<file path="config.mk">
export PLATFORM = sky130hd
export DESIGN_NAME = wsch_command_handler
export DESIGN_NICKNAME = d
export VERILOG_FILES = /design/src/pkg/wsch_pkg.sv /design/src/core/wsch_frame_parser.sv /design/src/core/wsch_command_handler.sv
export SDC_FILE = /design/constraint.sdc
export NUM_CORES = 1
export LEC_CHECK = 0
export BUFFER_PORTS_ARGS = -buffer_cell sky130_fd_sc_hd__buf_4
export CAP_MARGIN = 20
export CORE_MARGIN = 10
export CORE_UTILIZATION = 45
export CTS_CLUSTER_DIAMETER = 200
export DETAILED_ROUTE_END_ITERATION = 12
export GPL_TIMING_DRIVEN = 0
export PLACE_DENSITY = 0.77
export SLEW_MARGIN = 25
export SYNTH_ARGS = -nofsm -noshare
export SYNTH_HDL_FRONTEND = slang
export SYNTH_SLANG_ARGS = --single-unit
</file>
<file path="constraint.sdc">
create_clock -name mclk -period 2.3 [get_ports mclk]
set_input_delay 0.23 -clock mclk [delete_from_list [all_inputs] [get_ports mclk]]
set_output_delay 0.23 -clock mclk [all_outputs]
set_load 0.05 [all_outputs]
</file>
<file path="src/pkg/wsch_pkg.sv">
// Constants, types and helpers shared by the welder serial command handler
package wsch_pkg;

  // ****************************************************************
  // Frame characters
  // ****************************************************************
  localparam logic [7:0] WSCH_CHAR_START = 8'h02;
  localparam logic [7:0] WSCH_CHAR_END = 8'h0d;
  localparam logic [7:0] WSCH_CHAR_ACK = 8'h06;
  localparam logic [7:0] WSCH_CHAR_NAK = 8'h15;
  localparam logic [7:0] WSCH_CHAR_ZERO = 8'h30;
  localparam logic [7:0] WSCH_CHAR_NINE = 8'h39;
  localparam logic [7:0] WSCH_CHAR_ONE = 8'h31;
  localparam logic [7:0] WSCH_CHAR_R = 8'h52;
  localparam logic [7:0] WSCH_CHAR_M = 8'h4d;
  localparam logic [7:0] WSCH_CHAR_DOLLAR = 8'h24;
  localparam logic [7:0] WSCH_CHAR_C = 8'h43;

  // ****************************************************************
  // Control methods
  // ****************************************************************
  localparam logic [2:0] WSCH_METHOD_SERIAL = 3'h2;

  // ****************************************************************
  // Register offsets, fields and reset values
  // ****************************************************************
  localparam logic [11:0] WSCH_OFS_CTRL = 12'h000;
  localparam logic [11:0] WSCH_OFS_RXCHAR = 12'h004;
  localparam logic [11:0] WSCH_OFS_TXCHAR = 12'h008;
  localparam logic [11:0] WSCH_OFS_STATUS = 12'h00c;
  localparam logic [11:0] WSCH_OFS_SHOTCNT = 12'h010;
  localparam logic [7:0] WSCH_RST_EQUIP = 8'h01;
  localparam int WSCH_TX_VALID_BIT = 8;
  localparam int WSCH_ST_EMIT_BIT = 0;
  localparam int WSCH_ST_ERR_BIT = 1;
  localparam int WSCH_ST_PEND_BIT = 2;
  localparam int WSCH_ST_LEFT_LSB = 4;
  localparam int WSCH_ST_METHOD_LSB = 8;

  // ****************************************************************
  // Reply layout
  // ****************************************************************
  localparam int WSCH_REPLY_MAX = 12;
  localparam logic [3:0] WSCH_LEN_STATUS = 4'hc;
  localparam logic [3:0] WSCH_LEN_ACK = 4'h5;

  // ****************************************************************
  // Types
  // ****************************************************************
  typedef enum logic [2:0]
  {
    WSCH_CMD_READ_SPLIT = 3'h0,
    WSCH_CMD_EMIT_START = 3'h1,
    WSCH_CMD_EMIT_STOP = 3'h2,
    WSCH_CMD_ERR_CLEAR = 3'h3,
    WSCH_CMD_SHOT_RESET = 3'h4
  } wsch_cmd_t;

  typedef enum logic [2:0]
  {
    WSCH_RX_IDLE = 3'b000,
    WSCH_RX_TENS = 3'b001,
    WSCH_RX_UNITS = 3'b011,
    WSCH_RX_CODE1 = 3'b010,
    WSCH_RX_CODE2 = 3'b110,
    WSCH_RX_TERM = 3'b111
  } wsch_rx_state_t;

  typedef struct packed
  {
    logic valid;
    wsch_cmd_t code;
  } wsch_command_t;

  typedef struct packed
  {
    logic [2:0] controlMethod;
    logic [3:0] schedTens;
    logic [3:0] schedUnits;
    logic [4:0] splitterFlags;
  } wsch_unit_status_t;

  // ****************************************************************
  // Helpers
  // ****************************************************************
  function automatic logic wsch_is_digit(input logic [7:0] c);
    return (c >= WSCH_CHAR_ZERO) && (c <= WSCH_CHAR_NINE);
  endfunction

  function automatic logic [7:0] wsch_digit_char(input logic [3:0] d);
    return WSCH_CHAR_ZERO | {4'h0, d};
  endfunction

endpackage

</file>
<file path="src/core/wsch_frame_parser.sv">
// Receive-side frame parser: address match and command decode
`timescale 1ns/10ps
module wsch_frame_parser
  import wsch_pkg::*;
(
  // Clock, reset, enable
  input wire logic mclk,
  input wire logic reset,
  input wire logic ce,
  // Own equipment number, decimal digits
  input wire logic [3:0] equipTens,
  input wire logic [3:0] equipUnits,
  // Incoming characters
  input wire logic charValid,
  input wire logic [7:0] charData,
  // Decoded command, one-cycle valid
  output wsch_command_t command
);

  wsch_rx_state_t state_r;
  wsch_rx_state_t state_nxt;
  logic [7:0] code1_r;
  wsch_command_t command_r;
  wsch_command_t command_nxt;
  logic codeKnown;
  wsch_cmd_t codeDecoded;

  assign command = command_r;

  // Two-character command decode; unknown codes are dropped silently
  always_comb
  begin
    codeKnown = 1'b1;
    codeDecoded = WSCH_CMD_READ_SPLIT;
    if (code1_r == WSCH_CHAR_R && charData == WSCH_CHAR_M)
      codeDecoded = WSCH_CMD_READ_SPLIT;
    else if (code1_r == WSCH_CHAR_DOLLAR && charData == WSCH_CHAR_ZERO)
      codeDecoded = WSCH_CMD_EMIT_START;
    else if (code1_r == WSCH_CHAR_DOLLAR && charData == WSCH_CHAR_NINE)
      codeDecoded = WSCH_CMD_EMIT_STOP;
    else if (code1_r == WSCH_CHAR_C && charData == WSCH_CHAR_ZERO)
      codeDecoded = WSCH_CMD_ERR_CLEAR;
    else if (code1_r == WSCH_CHAR_C && charData == WSCH_CHAR_ONE)
      codeDecoded = WSCH_CMD_SHOT_RESET;
    else
      codeKnown = 1'b0;
  end

  // Next state; a start character always restarts the frame
  always_comb
  begin
    state_nxt = state_r;
    if (charValid)
    begin
      if (charData == WSCH_CHAR_START)
        state_nxt = WSCH_RX_TENS;
      else
      begin
        unique case (state_r)
          WSCH_RX_IDLE: state_nxt = WSCH_RX_IDLE;
          WSCH_RX_TENS:
            state_nxt = (wsch_is_digit(charData) &&
              charData == wsch_digit_char(equipTens)) ?
              WSCH_RX_UNITS : WSCH_RX_IDLE;
          WSCH_RX_UNITS:
            state_nxt = (wsch_is_digit(charData) &&
              charData == wsch_digit_char(equipUnits)) ?
              WSCH_RX_CODE1 : WSCH_RX_IDLE;
          WSCH_RX_CODE1: state_nxt = WSCH_RX_CODE2;
          WSCH_RX_CODE2: state_nxt = codeKnown ? WSCH_RX_TERM : WSCH_RX_IDLE;
          WSCH_RX_TERM: state_nxt = WSCH_RX_IDLE;
          default: state_nxt = WSCH_RX_IDLE;
        endcase
      end
    end
  end

  // Command output fires only on the terminator of a good frame
  always_comb
  begin
    command_nxt = '{valid: 1'b0, code: command_r.code};
    if (charValid && charData == WSCH_CHAR_END && state_r == WSCH_RX_TERM)
      command_nxt.valid = 1'b1;
  end

  // State register
  always_ff @(posedge mclk)
  begin
    if (reset)
      state_r <= WSCH_RX_IDLE;
    else if (ce)
      state_r <= state_nxt;
  end

  // First code character, and the decoded code held for the terminator
  always_ff @(posedge mclk)
  begin
    if (reset)
    begin
      code1_r <= 8'h00;
      command_r <= '{valid: 1'b0, code: WSCH_CMD_READ_SPLIT};
    end
    else if (ce)
    begin
      if (charValid && state_r == WSCH_RX_CODE1)
        code1_r <= charData;
      command_r <= command_nxt;
      if (charValid && state_r == WSCH_RX_CODE2 && codeKnown)
        command_r.code <= codeDecoded;
    end
  end

endmodule

</file>
<file path="src/core/wsch_command_handler.sv">
// Welder serial command handler: APB slave, reply builder and actions
//
// Function
// - Frames carry equipment number, tens then units.
// - Status reply carries schedule number as digits.
// - Status reply reports control method digit.
// - Status reply carries five splitter unit flags.
// - Emission-start command begins laser output.
// - Emission-stop command ends laser output.
// - Error-clear command drops error signal output.
// - Shot-reset command zeroes cumulative shot counter.
// - Actions only in serial mode, then acknowledge.
// - Other modes: do nothing, negative acknowledge.
//
// Our own choices: the APB slave port and the register addresses.
`timescale 1ns/10ps
module wsch_command_handler
  import wsch_pkg::*;
#(
  parameter int ADDR_W = 12,
  parameter int SHOT_W = 32
)
(
  // Clock, reset, enable
  input wire logic mclk,
  input wire logic reset,
  input wire logic ce,
  // APB slave
  input wire logic psel,
  input wire logic penable,
  input wire logic pwrite,
  input wire logic [ADDR_W-1:0] paddr,
  input wire logic [31:0] pwdata,
  output logic [31:0] prdata,
  output logic pready,
  output logic pslverr,
  // Live unit state from the laser controller
  input wire wsch_unit_status_t unitStatus,
  input wire logic shotPulse,
  input wire logic errorEvent,
  // Laser controls
  output logic emissionOn,
  output logic errorSignal
);

  // ****************************************************************
  // Declarations
  // ****************************************************************
  logic [7:0] equipDigits_r;
  logic [7:0] replyBuf_r [WSCH_REPLY_MAX];
  logic [3:0] txIdx_r;
  logic [3:0] txLen_r;
  logic replyPending;
  logic [3:0] txLeft;
  logic emissionOn_r;
  logic errorSignal_r;
  logic [SHOT_W-1:0] shotCount_r;
  logic [31:0] prdata_r;
  logic pslverr_r;
  logic [31:0] readMux;
  logic readMapped;
  logic setupPhase;
  logic accessPhase;
  logic [11:0] regAddr;
  logic ctrlWrite;
  logic rxWrite;
  logic txPop;
  wsch_command_t command;
  logic methodSerial;
  logic actionGo;
  logic emitStart;
  logic emitStop;
  logic errClear;
  logic shotReset;

  // ****************************************************************
  // APB decode
  // ****************************************************************

  // Zero-wait slave; ce low stretches the access so nothing is lost
  assign pready = ce;
  assign prdata = prdata_r;
  assign pslverr = pslverr_r;
  assign setupPhase = psel && !penable;
  assign accessPhase = psel && penable && ce;
  assign regAddr = 12'(paddr);

  // Write strobes taken at the completing edge only
  assign ctrlWrite = accessPhase && pwrite && regAddr == WSCH_OFS_CTRL;
  // Characters offered while a reply waits are refused
  assign rxWrite = accessPhase && pwrite &&
    regAddr == WSCH_OFS_RXCHAR && !replyPending;
  // Reading the transmit register consumes one reply character
  assign txPop = accessPhase && !pwrite &&
    regAddr == WSCH_OFS_TXCHAR && replyPending;

  // Read multiplexer, also flags unmapped addresses
  always_comb
  begin
    readMux = 32'h0000_0000;
    readMapped = 1'b1;
    unique case (regAddr)
      WSCH_OFS_CTRL:
        readMux = {24'h00_0000, equipDigits_r};
      WSCH_OFS_RXCHAR:
        readMux = 32'h0000_0000;
      WSCH_OFS_TXCHAR:
      begin
        if (replyPending)
        begin
          readMux[7:0] = replyBuf_r[txIdx_r];
          readMux[WSCH_TX_VALID_BIT] = 1'b1;
        end
      end
      WSCH_OFS_STATUS:
      begin
        readMux[WSCH_ST_EMIT_BIT] = emissionOn_r;
        readMux[WSCH_ST_ERR_BIT] = errorSignal_r;
        readMux[WSCH_ST_PEND_BIT] = replyPending;
        readMux[WSCH_ST_LEFT_LSB +: 4] = txLeft;
        readMux[WSCH_ST_METHOD_LSB +: 3] = unitStatus.controlMethod;
      end
      WSCH_OFS_SHOTCNT:
        readMux = 32'(shotCount_r);
      default:
        readMapped = 1'b0;
    endcase
  end

  // Read data and error captured in the setup cycle, stable in access
  always_ff @(posedge mclk)
  begin
    if (reset)
    begin
      prdata_r <= 32'h0000_0000;
      pslverr_r <= 1'b0;
    end
    else if (ce && setupPhase)
    begin
      prdata_r <= pwrite ? 32'h0000_0000 : readMux;
      pslverr_r <= !readMapped;
    end
  end

  // ****************************************************************
  // Configuration register
  // ****************************************************************

  // Own equipment number, tens digit in the upper nibble
  always_ff @(posedge mclk)
  begin
    if (reset)
      equipDigits_r <= WSCH_RST_EQUIP;
    else if (ce && ctrlWrite)
      equipDigits_r <= pwdata[7:0];
  end

  // ****************************************************************
  // Frame parser
  // ****************************************************************

  // Parser filters address and code; only complete frames come out
  wsch_frame_parser u_parser
  (
    .mclk(mclk),
    .reset(reset),
    .ce(ce),
    .equipTens(equipDigits_r[7:4]),
    .equipUnits(equipDigits_r[3:0]),
    .charValid(rxWrite),
    .charData(pwdata[7:0]),
    .command(command)
  );

  // ****************************************************************
  // Command execution
  // ****************************************************************

  // Actions are honoured only under serial control
  assign methodSerial = unitStatus.controlMethod == WSCH_METHOD_SERIAL;
  assign actionGo = command.valid && methodSerial;
  assign emitStart = actionGo && command.code == WSCH_CMD_EMIT_START;
  assign emitStop = actionGo && command.code == WSCH_CMD_EMIT_STOP;
  assign errClear = actionGo && command.code == WSCH_CMD_ERR_CLEAR;
  assign shotReset = actionGo && command.code == WSCH_CMD_SHOT_RESET;

  // Emission level, start sets and stop clears
  always_ff @(posedge mclk)
  begin
    if (reset)
      emissionOn_r <= 1'b0;
    else if (ce)
    begin
      if (emitStart)
        emissionOn_r <= 1'b1;
      else if (emitStop)
        emissionOn_r <= 1'b0;
    end
  end

  // Error signal; a new error in the clearing cycle wins
  always_ff @(posedge mclk)
  begin
    if (reset)
      errorSignal_r <= 1'b0;
    else if (ce)
    begin
      if (errorEvent)
        errorSignal_r <= 1'b1;
      else if (errClear)
        errorSignal_r <= 1'b0;
    end
  end

  // Shot total; a shot coinciding with the reset is still counted
  always_ff @(posedge mclk)
  begin
    if (reset)
      shotCount_r <= '0;
    else if (ce)
    begin
      if (shotReset)
        shotCount_r <= SHOT_W'(shotPulse);
      else
        shotCount_r <= shotCount_r + SHOT_W'(shotPulse);
    end
  end

  assign emissionOn = emissionOn_r;
  assign errorSignal = errorSignal_r;

  // ****************************************************************
  // Reply builder
  // ****************************************************************

  // Reply framing shared by all answers; data sampled at frame end
  always_ff @(posedge mclk)
  begin
    if (reset)
    begin
      for (int i = 0; i < WSCH_REPLY_MAX; i++)
        replyBuf_r[i] <= 8'h00;
    end
    else if (ce && command.valid)
    begin
      replyBuf_r[0] <= WSCH_CHAR_START;
      replyBuf_r[1] <= wsch_digit_char(equipDigits_r[7:4]);
      replyBuf_r[2] <= wsch_digit_char(equipDigits_r[3:0]);
      if (command.code == WSCH_CMD_READ_SPLIT)
      begin
        replyBuf_r[3] <= wsch_digit_char(unitStatus.schedTens);
        replyBuf_r[4] <= wsch_digit_char(unitStatus.schedUnits);
        replyBuf_r[5] <=
          wsch_digit_char({1'b0, unitStatus.controlMethod});
        // Unit 1 first; each flag sent as a 0 or 1 character
        for (int i = 0; i < 5; i++)
          replyBuf_r[6 + i] <=
            wsch_digit_char({3'b000, unitStatus.splitterFlags[i]});
        replyBuf_r[11] <= WSCH_CHAR_END;
      end
      else
      begin
        replyBuf_r[3] <= methodSerial ? WSCH_CHAR_ACK : WSCH_CHAR_NAK;
        replyBuf_r[4] <= WSCH_CHAR_END;
      end
    end
  end

  // Reply read pointer and length
  always_ff @(posedge mclk)
  begin
    if (reset)
    begin
      txIdx_r <= 4'h0;
      txLen_r <= 4'h0;
    end
    else if (ce)
    begin
      if (command.valid)
      begin
        txIdx_r <= 4'h0;
        txLen_r <= (command.code == WSCH_CMD_READ_SPLIT) ?
          WSCH_LEN_STATUS : WSCH_LEN_ACK;
      end
      else if (txPop)
        txIdx_r <= txIdx_r + 4'h1;
    end
  end

  // Pending while characters remain; blocks new frames meanwhile
  assign replyPending = txIdx_r != txLen_r;
  assign txLeft = txLen_r - txIdx_r;

endmodule

</file>
* Word-level counts from Yosys, hierarchy flattened
Memories as Yosys holds them, arrays and structs flattened. A register that Yosys moved wholly into a read port is not among the register bits. Index checks and enable logic that the tools add are counted.
Storage, ports and cells: bits in registers 98, RAM bits 72, input port bits 68, output and inout port bits 36, word-level logic and storage cells 168, memories kept 1
Memory list:
- replyBuf_r | depth 12, width 6, rd ports 1, clocked after memory_dff 1, wr ports 12, line wsch_command_handler.sv:50 | logic [7:0] replyBuf_r [WSCH_REPLY_MAX];
Cells by class: add/sub/neg operators 3, $lt $le $gt $ge 2, eq/ne operators 26, mux-type cells 62, bitwise gates (word level) 14, reduce and logical (&&, ||, !) cells 48
Operators by type and width (count):
- $mux W6 | 14
- $mux W32 | 2
- $add A32 B1 Y32 | 1
- $eq A8 B6 Y1 const B | 4
- $logic_and A1 B1 Y1 | 31
- $eq A12 B4 Y1 const B | 2
- $eq A8 B7 Y1 const B | 3
- $mux W1 | 24
- $pmux W3 S4 | 2
- $mux W21 | 1
- $mux W3 | 7
- $mux W4 | 5
- $pmux W5 S4 | 1
- $eq A8 B6 Y1 | 2
- $eq A3 B2 Y1 const B | 5
- $or A1 B1 Y1 | 14
- $reduce_and A2 Y1 | 7
- $eq A12 B3 Y1 const B | 1
- $eq A12 B5 Y1 const B | 1
- $logic_not A12 Y1 | 1
- $eq A3 B3 Y1 const B | 3
- $mux W9 | 1
- $eq A8 B2 Y1 const B | 1
- $eq A8 B4 Y1 const B | 1
- other kinds (14) | 21

* Longest topological paths before layout
word-level depth 10, mapped depth 8, gate-level depth less buffers 8

* Modules after synthesis
Synthesis repeated with hierarchy kept, for this count alone.
Unflattened totals: cell total of the unflattened synthesis 688, area total of the unflattened synthesis 6369.9 µm²
Modules (own cells, without submodules):
- wsch_command_handler | instances 1, cells each 561, area an instance 5301.3 µm², seq. area each 2602.5 µm²
- wsch_frame_parser | instances 1, cells each 127, area an instance 1068.5 µm², seq. area each 300.3 µm²

* Worst setup path after synthesis
No wires, ideal clock.
path type register to register, from register txIdx_r[2], to register u_parser.code1_r[1], arrival time 2.142 ns, path slack 0.030 ns, cell stages (with the launch flop) 8, buffers on the path 0, period minus slack after synthesis 2.270 ns, path through dfxtp_1 -> inv_1 -> ha_1 -> nand3b_1 -> or4_4 -> nor4_4 -> mux2i_1 -> nor2_1
On the way: longest elaborated chain between the ends 5
RTL lines:
- from (decl) | line wsch_command_handler.sv:51 | logic [3:0] txIdx_r;
- from (signal assigned) | line wsch_command_handler.sv:286 | txIdx_r <= txIdx_r + 4'h1;
- $ne A4 B4 Y1 | line wsch_command_handler.sv:291 | assign replyPending = txIdx_r != txLen_r;
- $logic_not A1 Y1 | line wsch_command_handler.sv:92 | regAddr == WSCH_OFS_RXCHAR && !replyPending;
- $logic_and A1 B1 Y1 | line wsch_command_handler.sv:92
- $logic_and A1 B1 Y1 | line wsch_frame_parser.sv:105 | if (charValid && state_r == WSCH_RX_CODE1)
- $reduce_and A2 Y1 (no line)
- to (signal assigned) | line wsch_frame_parser.sv:106 | code1_r <= charData;
- to (decl) | line wsch_frame_parser.sv:22 | logic [7:0] code1_r;
No other way between the ends. A chain may end at the register's enable or synchronous reset.

* Worst setup path after layout
from register txIdx_r[2], to register txIdx_r[3]
On the way: longest elaborated chain between the ends 4
RTL lines:
- branches (longest 4 deep; another with $add A4 B1 Y4)
Parallel ways; which one is timed is not known. The select of a mux whose other input is x is not followed.

==> impl_metrics.toml <==
[status]
status = "finished clean"

[logic_synthesis]
synth_edf_count = 28
yosys.area.top_type = "dfxtp_1"
synth_cells = 668
ys.warnings.count = 0
synth.avg_cell_area_um2 = 9.275
synth_cell_types = 60
netlist_area_um2 = 6196
synth_seq_cells = 131
synthFlopType = "dfxtp_1"
ys_top_cells_by_count = "dfxtp_1, nor2_1, nand2_1, mux2i_1"
seq_area_frac_synth_pct = 46.85
synth_top_area_share_pct = 33.28
synthArstFlopShare_pct = 0
synth.area.top_cells = "dfxtp_1, edfxtp_1, nor2_1"
syn_nets = 742
synth_most_common_cell = "dfxtp_1"

[critical_path]
rr_worst_depth = 7
reg2reg_slack_ns = 0.08
arrival_ns = 2.55
rr_endpoint = "txIdx_r[3]"
crit_path_end_kind = "flop"
path_max_fanout = 5
critPathLaunchType = "flop"
path_class = "flop to flop"
reg2reg_from = "txIdx_r[2]"
cp_data_required_time_ns = 2.62

[route]
drt_iter0_markers = 462
routedWlPerCell_um = 18.00
wirelength_mm = 17.17
drc_errors = 0
firstDrtPassIters = 5
vias = 5481
vias_per_cell = 5.745
drtAntennaViolNets = 0

[power]
power.density_nw_per_um2 = 678.8
irDropWorstVdd_mv = 0.4793
power.total_w = 0.005157
leakage_nw = 2.692

[die]
boundaryPins = 104
die_h_um = 137.3
dieArea_um2 = 18860
coreArea_um2 = 13350
rows = 42
dieWidth_um = 137.3
initial_utilization_pct = 46.42

[cells_and_area]
area_delta_synth_final_pct = 22.62
drive_gt1_share_pct = 17.22
fin_cells = 954
nets = 839
n_antenna_cell = 0

[placement]
gp_congestion = 0.9116
detailed_place_hpwl_mm = 12.36
dp_slack_ns = -0.3287
port_buffers = 74
place_inst = 919

[clock_network]
clk_path_buf_depth = 2
cts.htree.levels = 4
numCtsBuffers = 17
cts_tree = "done"
cts_sinks = 131
cts-root-buf = "clkbuf_16"
clk_latency_ns = 0.42
cts.clk_slew.worst_paths_ns = 0.06
hold_buffers = 0

[global_route]
grt_pass1_wl_mm = 27.74
grt_max_degree = 21
antenna_found_initial = 0
grt_pass1_vias = 5302
gr-usage-all-layers_pct = 18.60
overflow = 0

[timing]
rsz0062_at_grt = "false"
setup_viol = 0
min_period_over_period_pct = 96.70
maxSlewViolCount = 0
period_minus_slack_ns = 2.224
relSlewSlack_pct = 42.43
max_freq_mhz = 449.6
fin_ws_ns = 0.07601
fin_skew_ns = 0.006940
hold_viol = 0
worst_pin_slew_ns = 0.8418

[worst_hold_path]
hold_depth = 3
whs_endpoint = "errorSignal"
hold_path.class = "input pin to flop"
min_from = "errorEvent"

[run]
maxCapViolCount = 0
[how the worst max path moves through the flow]
stage	from	end	slack [ns]	cells past startpoint
after detailed placement	penable	prdata[31]	-0.33	7
after global placement	u_parser.command[3]	replyBuf_r[5][1]	-0.58	3
after CTS	txIdx_r[2]	txIdx_r[3]	0.04	7
after global routing	txIdx_r[2]	txIdx_r[3]	0.02	7
final	txIdx_r[2]	txIdx_r[3]	0.08	7
after floorplan	txIdx_r[2]	u_parser.code1_r[1]	0.03	7
[cell type report]
| type | instances | area, um^2 |
|---|---|---|
| Fill cell | 1203 | 5751 |
| Multi-Input combinational cell | 481 | 3099 |
| Sequential cell | 131 | 2903 |
| Timing Repair Buffer | 78 | 598.1 |
| Clock buffer | 18 | 429.2 |
| Tap cell | 176 | 220.2 |
| Buffer | 39 | 163.9 |
| Clock inverter | 14 | 120.1 |
| Inverter | 17 | 63.81 |
[layout by cell type (no fill, tap or decap), drive strengths merged, types with 25 or more instances in the layout]
cell type,instances
a21oi,28
a22oi,25
buf,87
clkbuf,48
dfxtp,103
edfxtp,28
mux2i,32
nand2,42
nand3,25
nor2,100
[sequential cells by signal, indices dropped and copies added, names as in the netlist, named ones only]
name and cells:
shotCount_r 32, txLen_r 3, u_parser.state_r 3, u_parser.code1_r 8, emissionOn 1, txIdx_r 4
pslverr 1, replyBuf_r 30, equipDigits_r 8, u_parser.command 4, prdata 32, errorSignal 1
[critical path, cell delays in order, from the launching register on]
cell and delay [ns]:
dfxtp_1 0.37, inv_1 0.06, ha_1 0.33, nand3b_1 0.14, o21ai_1 0.16, o41a_1 0.49, or3_1 0.37, a21oi_1 0.21
[metal layers]
metal / global-route usage [%] / routed length (um) / vias to the layer above / share of wire, %
li1: - / - / 2620 / -
met1: 23.95 / 7510 / 2583 / 44
met2: 28.96 / 7808 / 248 / 45
met3: 5.827 / 1537 / 30 / 9.0
met4: 6.206 / 313 / 0 / 1.8
met5: 0 / 0 / - / 0
[per-stage QoR]
stage	hold slack, ns	setup TNS [ns]	utilization, %	instance area, um^2
floorplan	0.3354	0	-	6196
global placement	0.4453	-13.43	52.23	6972
detailed placement	0.4633	-7.875	52.29	6979
CTS	0.06557	0	56.60	7555
global route	0.08284	0	56.92	7597
finish	0.07498	0	56.92	7597
[cell families (layout without fill, tap and decap cells)]
group,after synthesis,in the layout,synth area share (%)
buffers and inverters,56,166,3.594
DFF,131,131,46.85
muxes,40,40,7.169
AOI/OAI and AO/OA,115,115,12.20
adders and majority gates,6,6,1.212
xor gates and xnor gates,36,36,5.089
and+or+nand+nor,284,284,23.89
[power by group]
group          internal (W)  total (W)  switching (W)
Combinational     0.0000876   0.000233       0.000145
Sequential          0.00237    0.00238      0.0000112
Clock               0.00156    0.00255       0.000984
Total               0.00402    0.00516        0.00114
[what timing repair did]
action	CTS	global route
resized for setup	2	12
setup buffers	1	2
pin swaps	2	1
endpoints found under the setup margin	34	60
No activity file was read; power rests on OpenSTA's default activity.
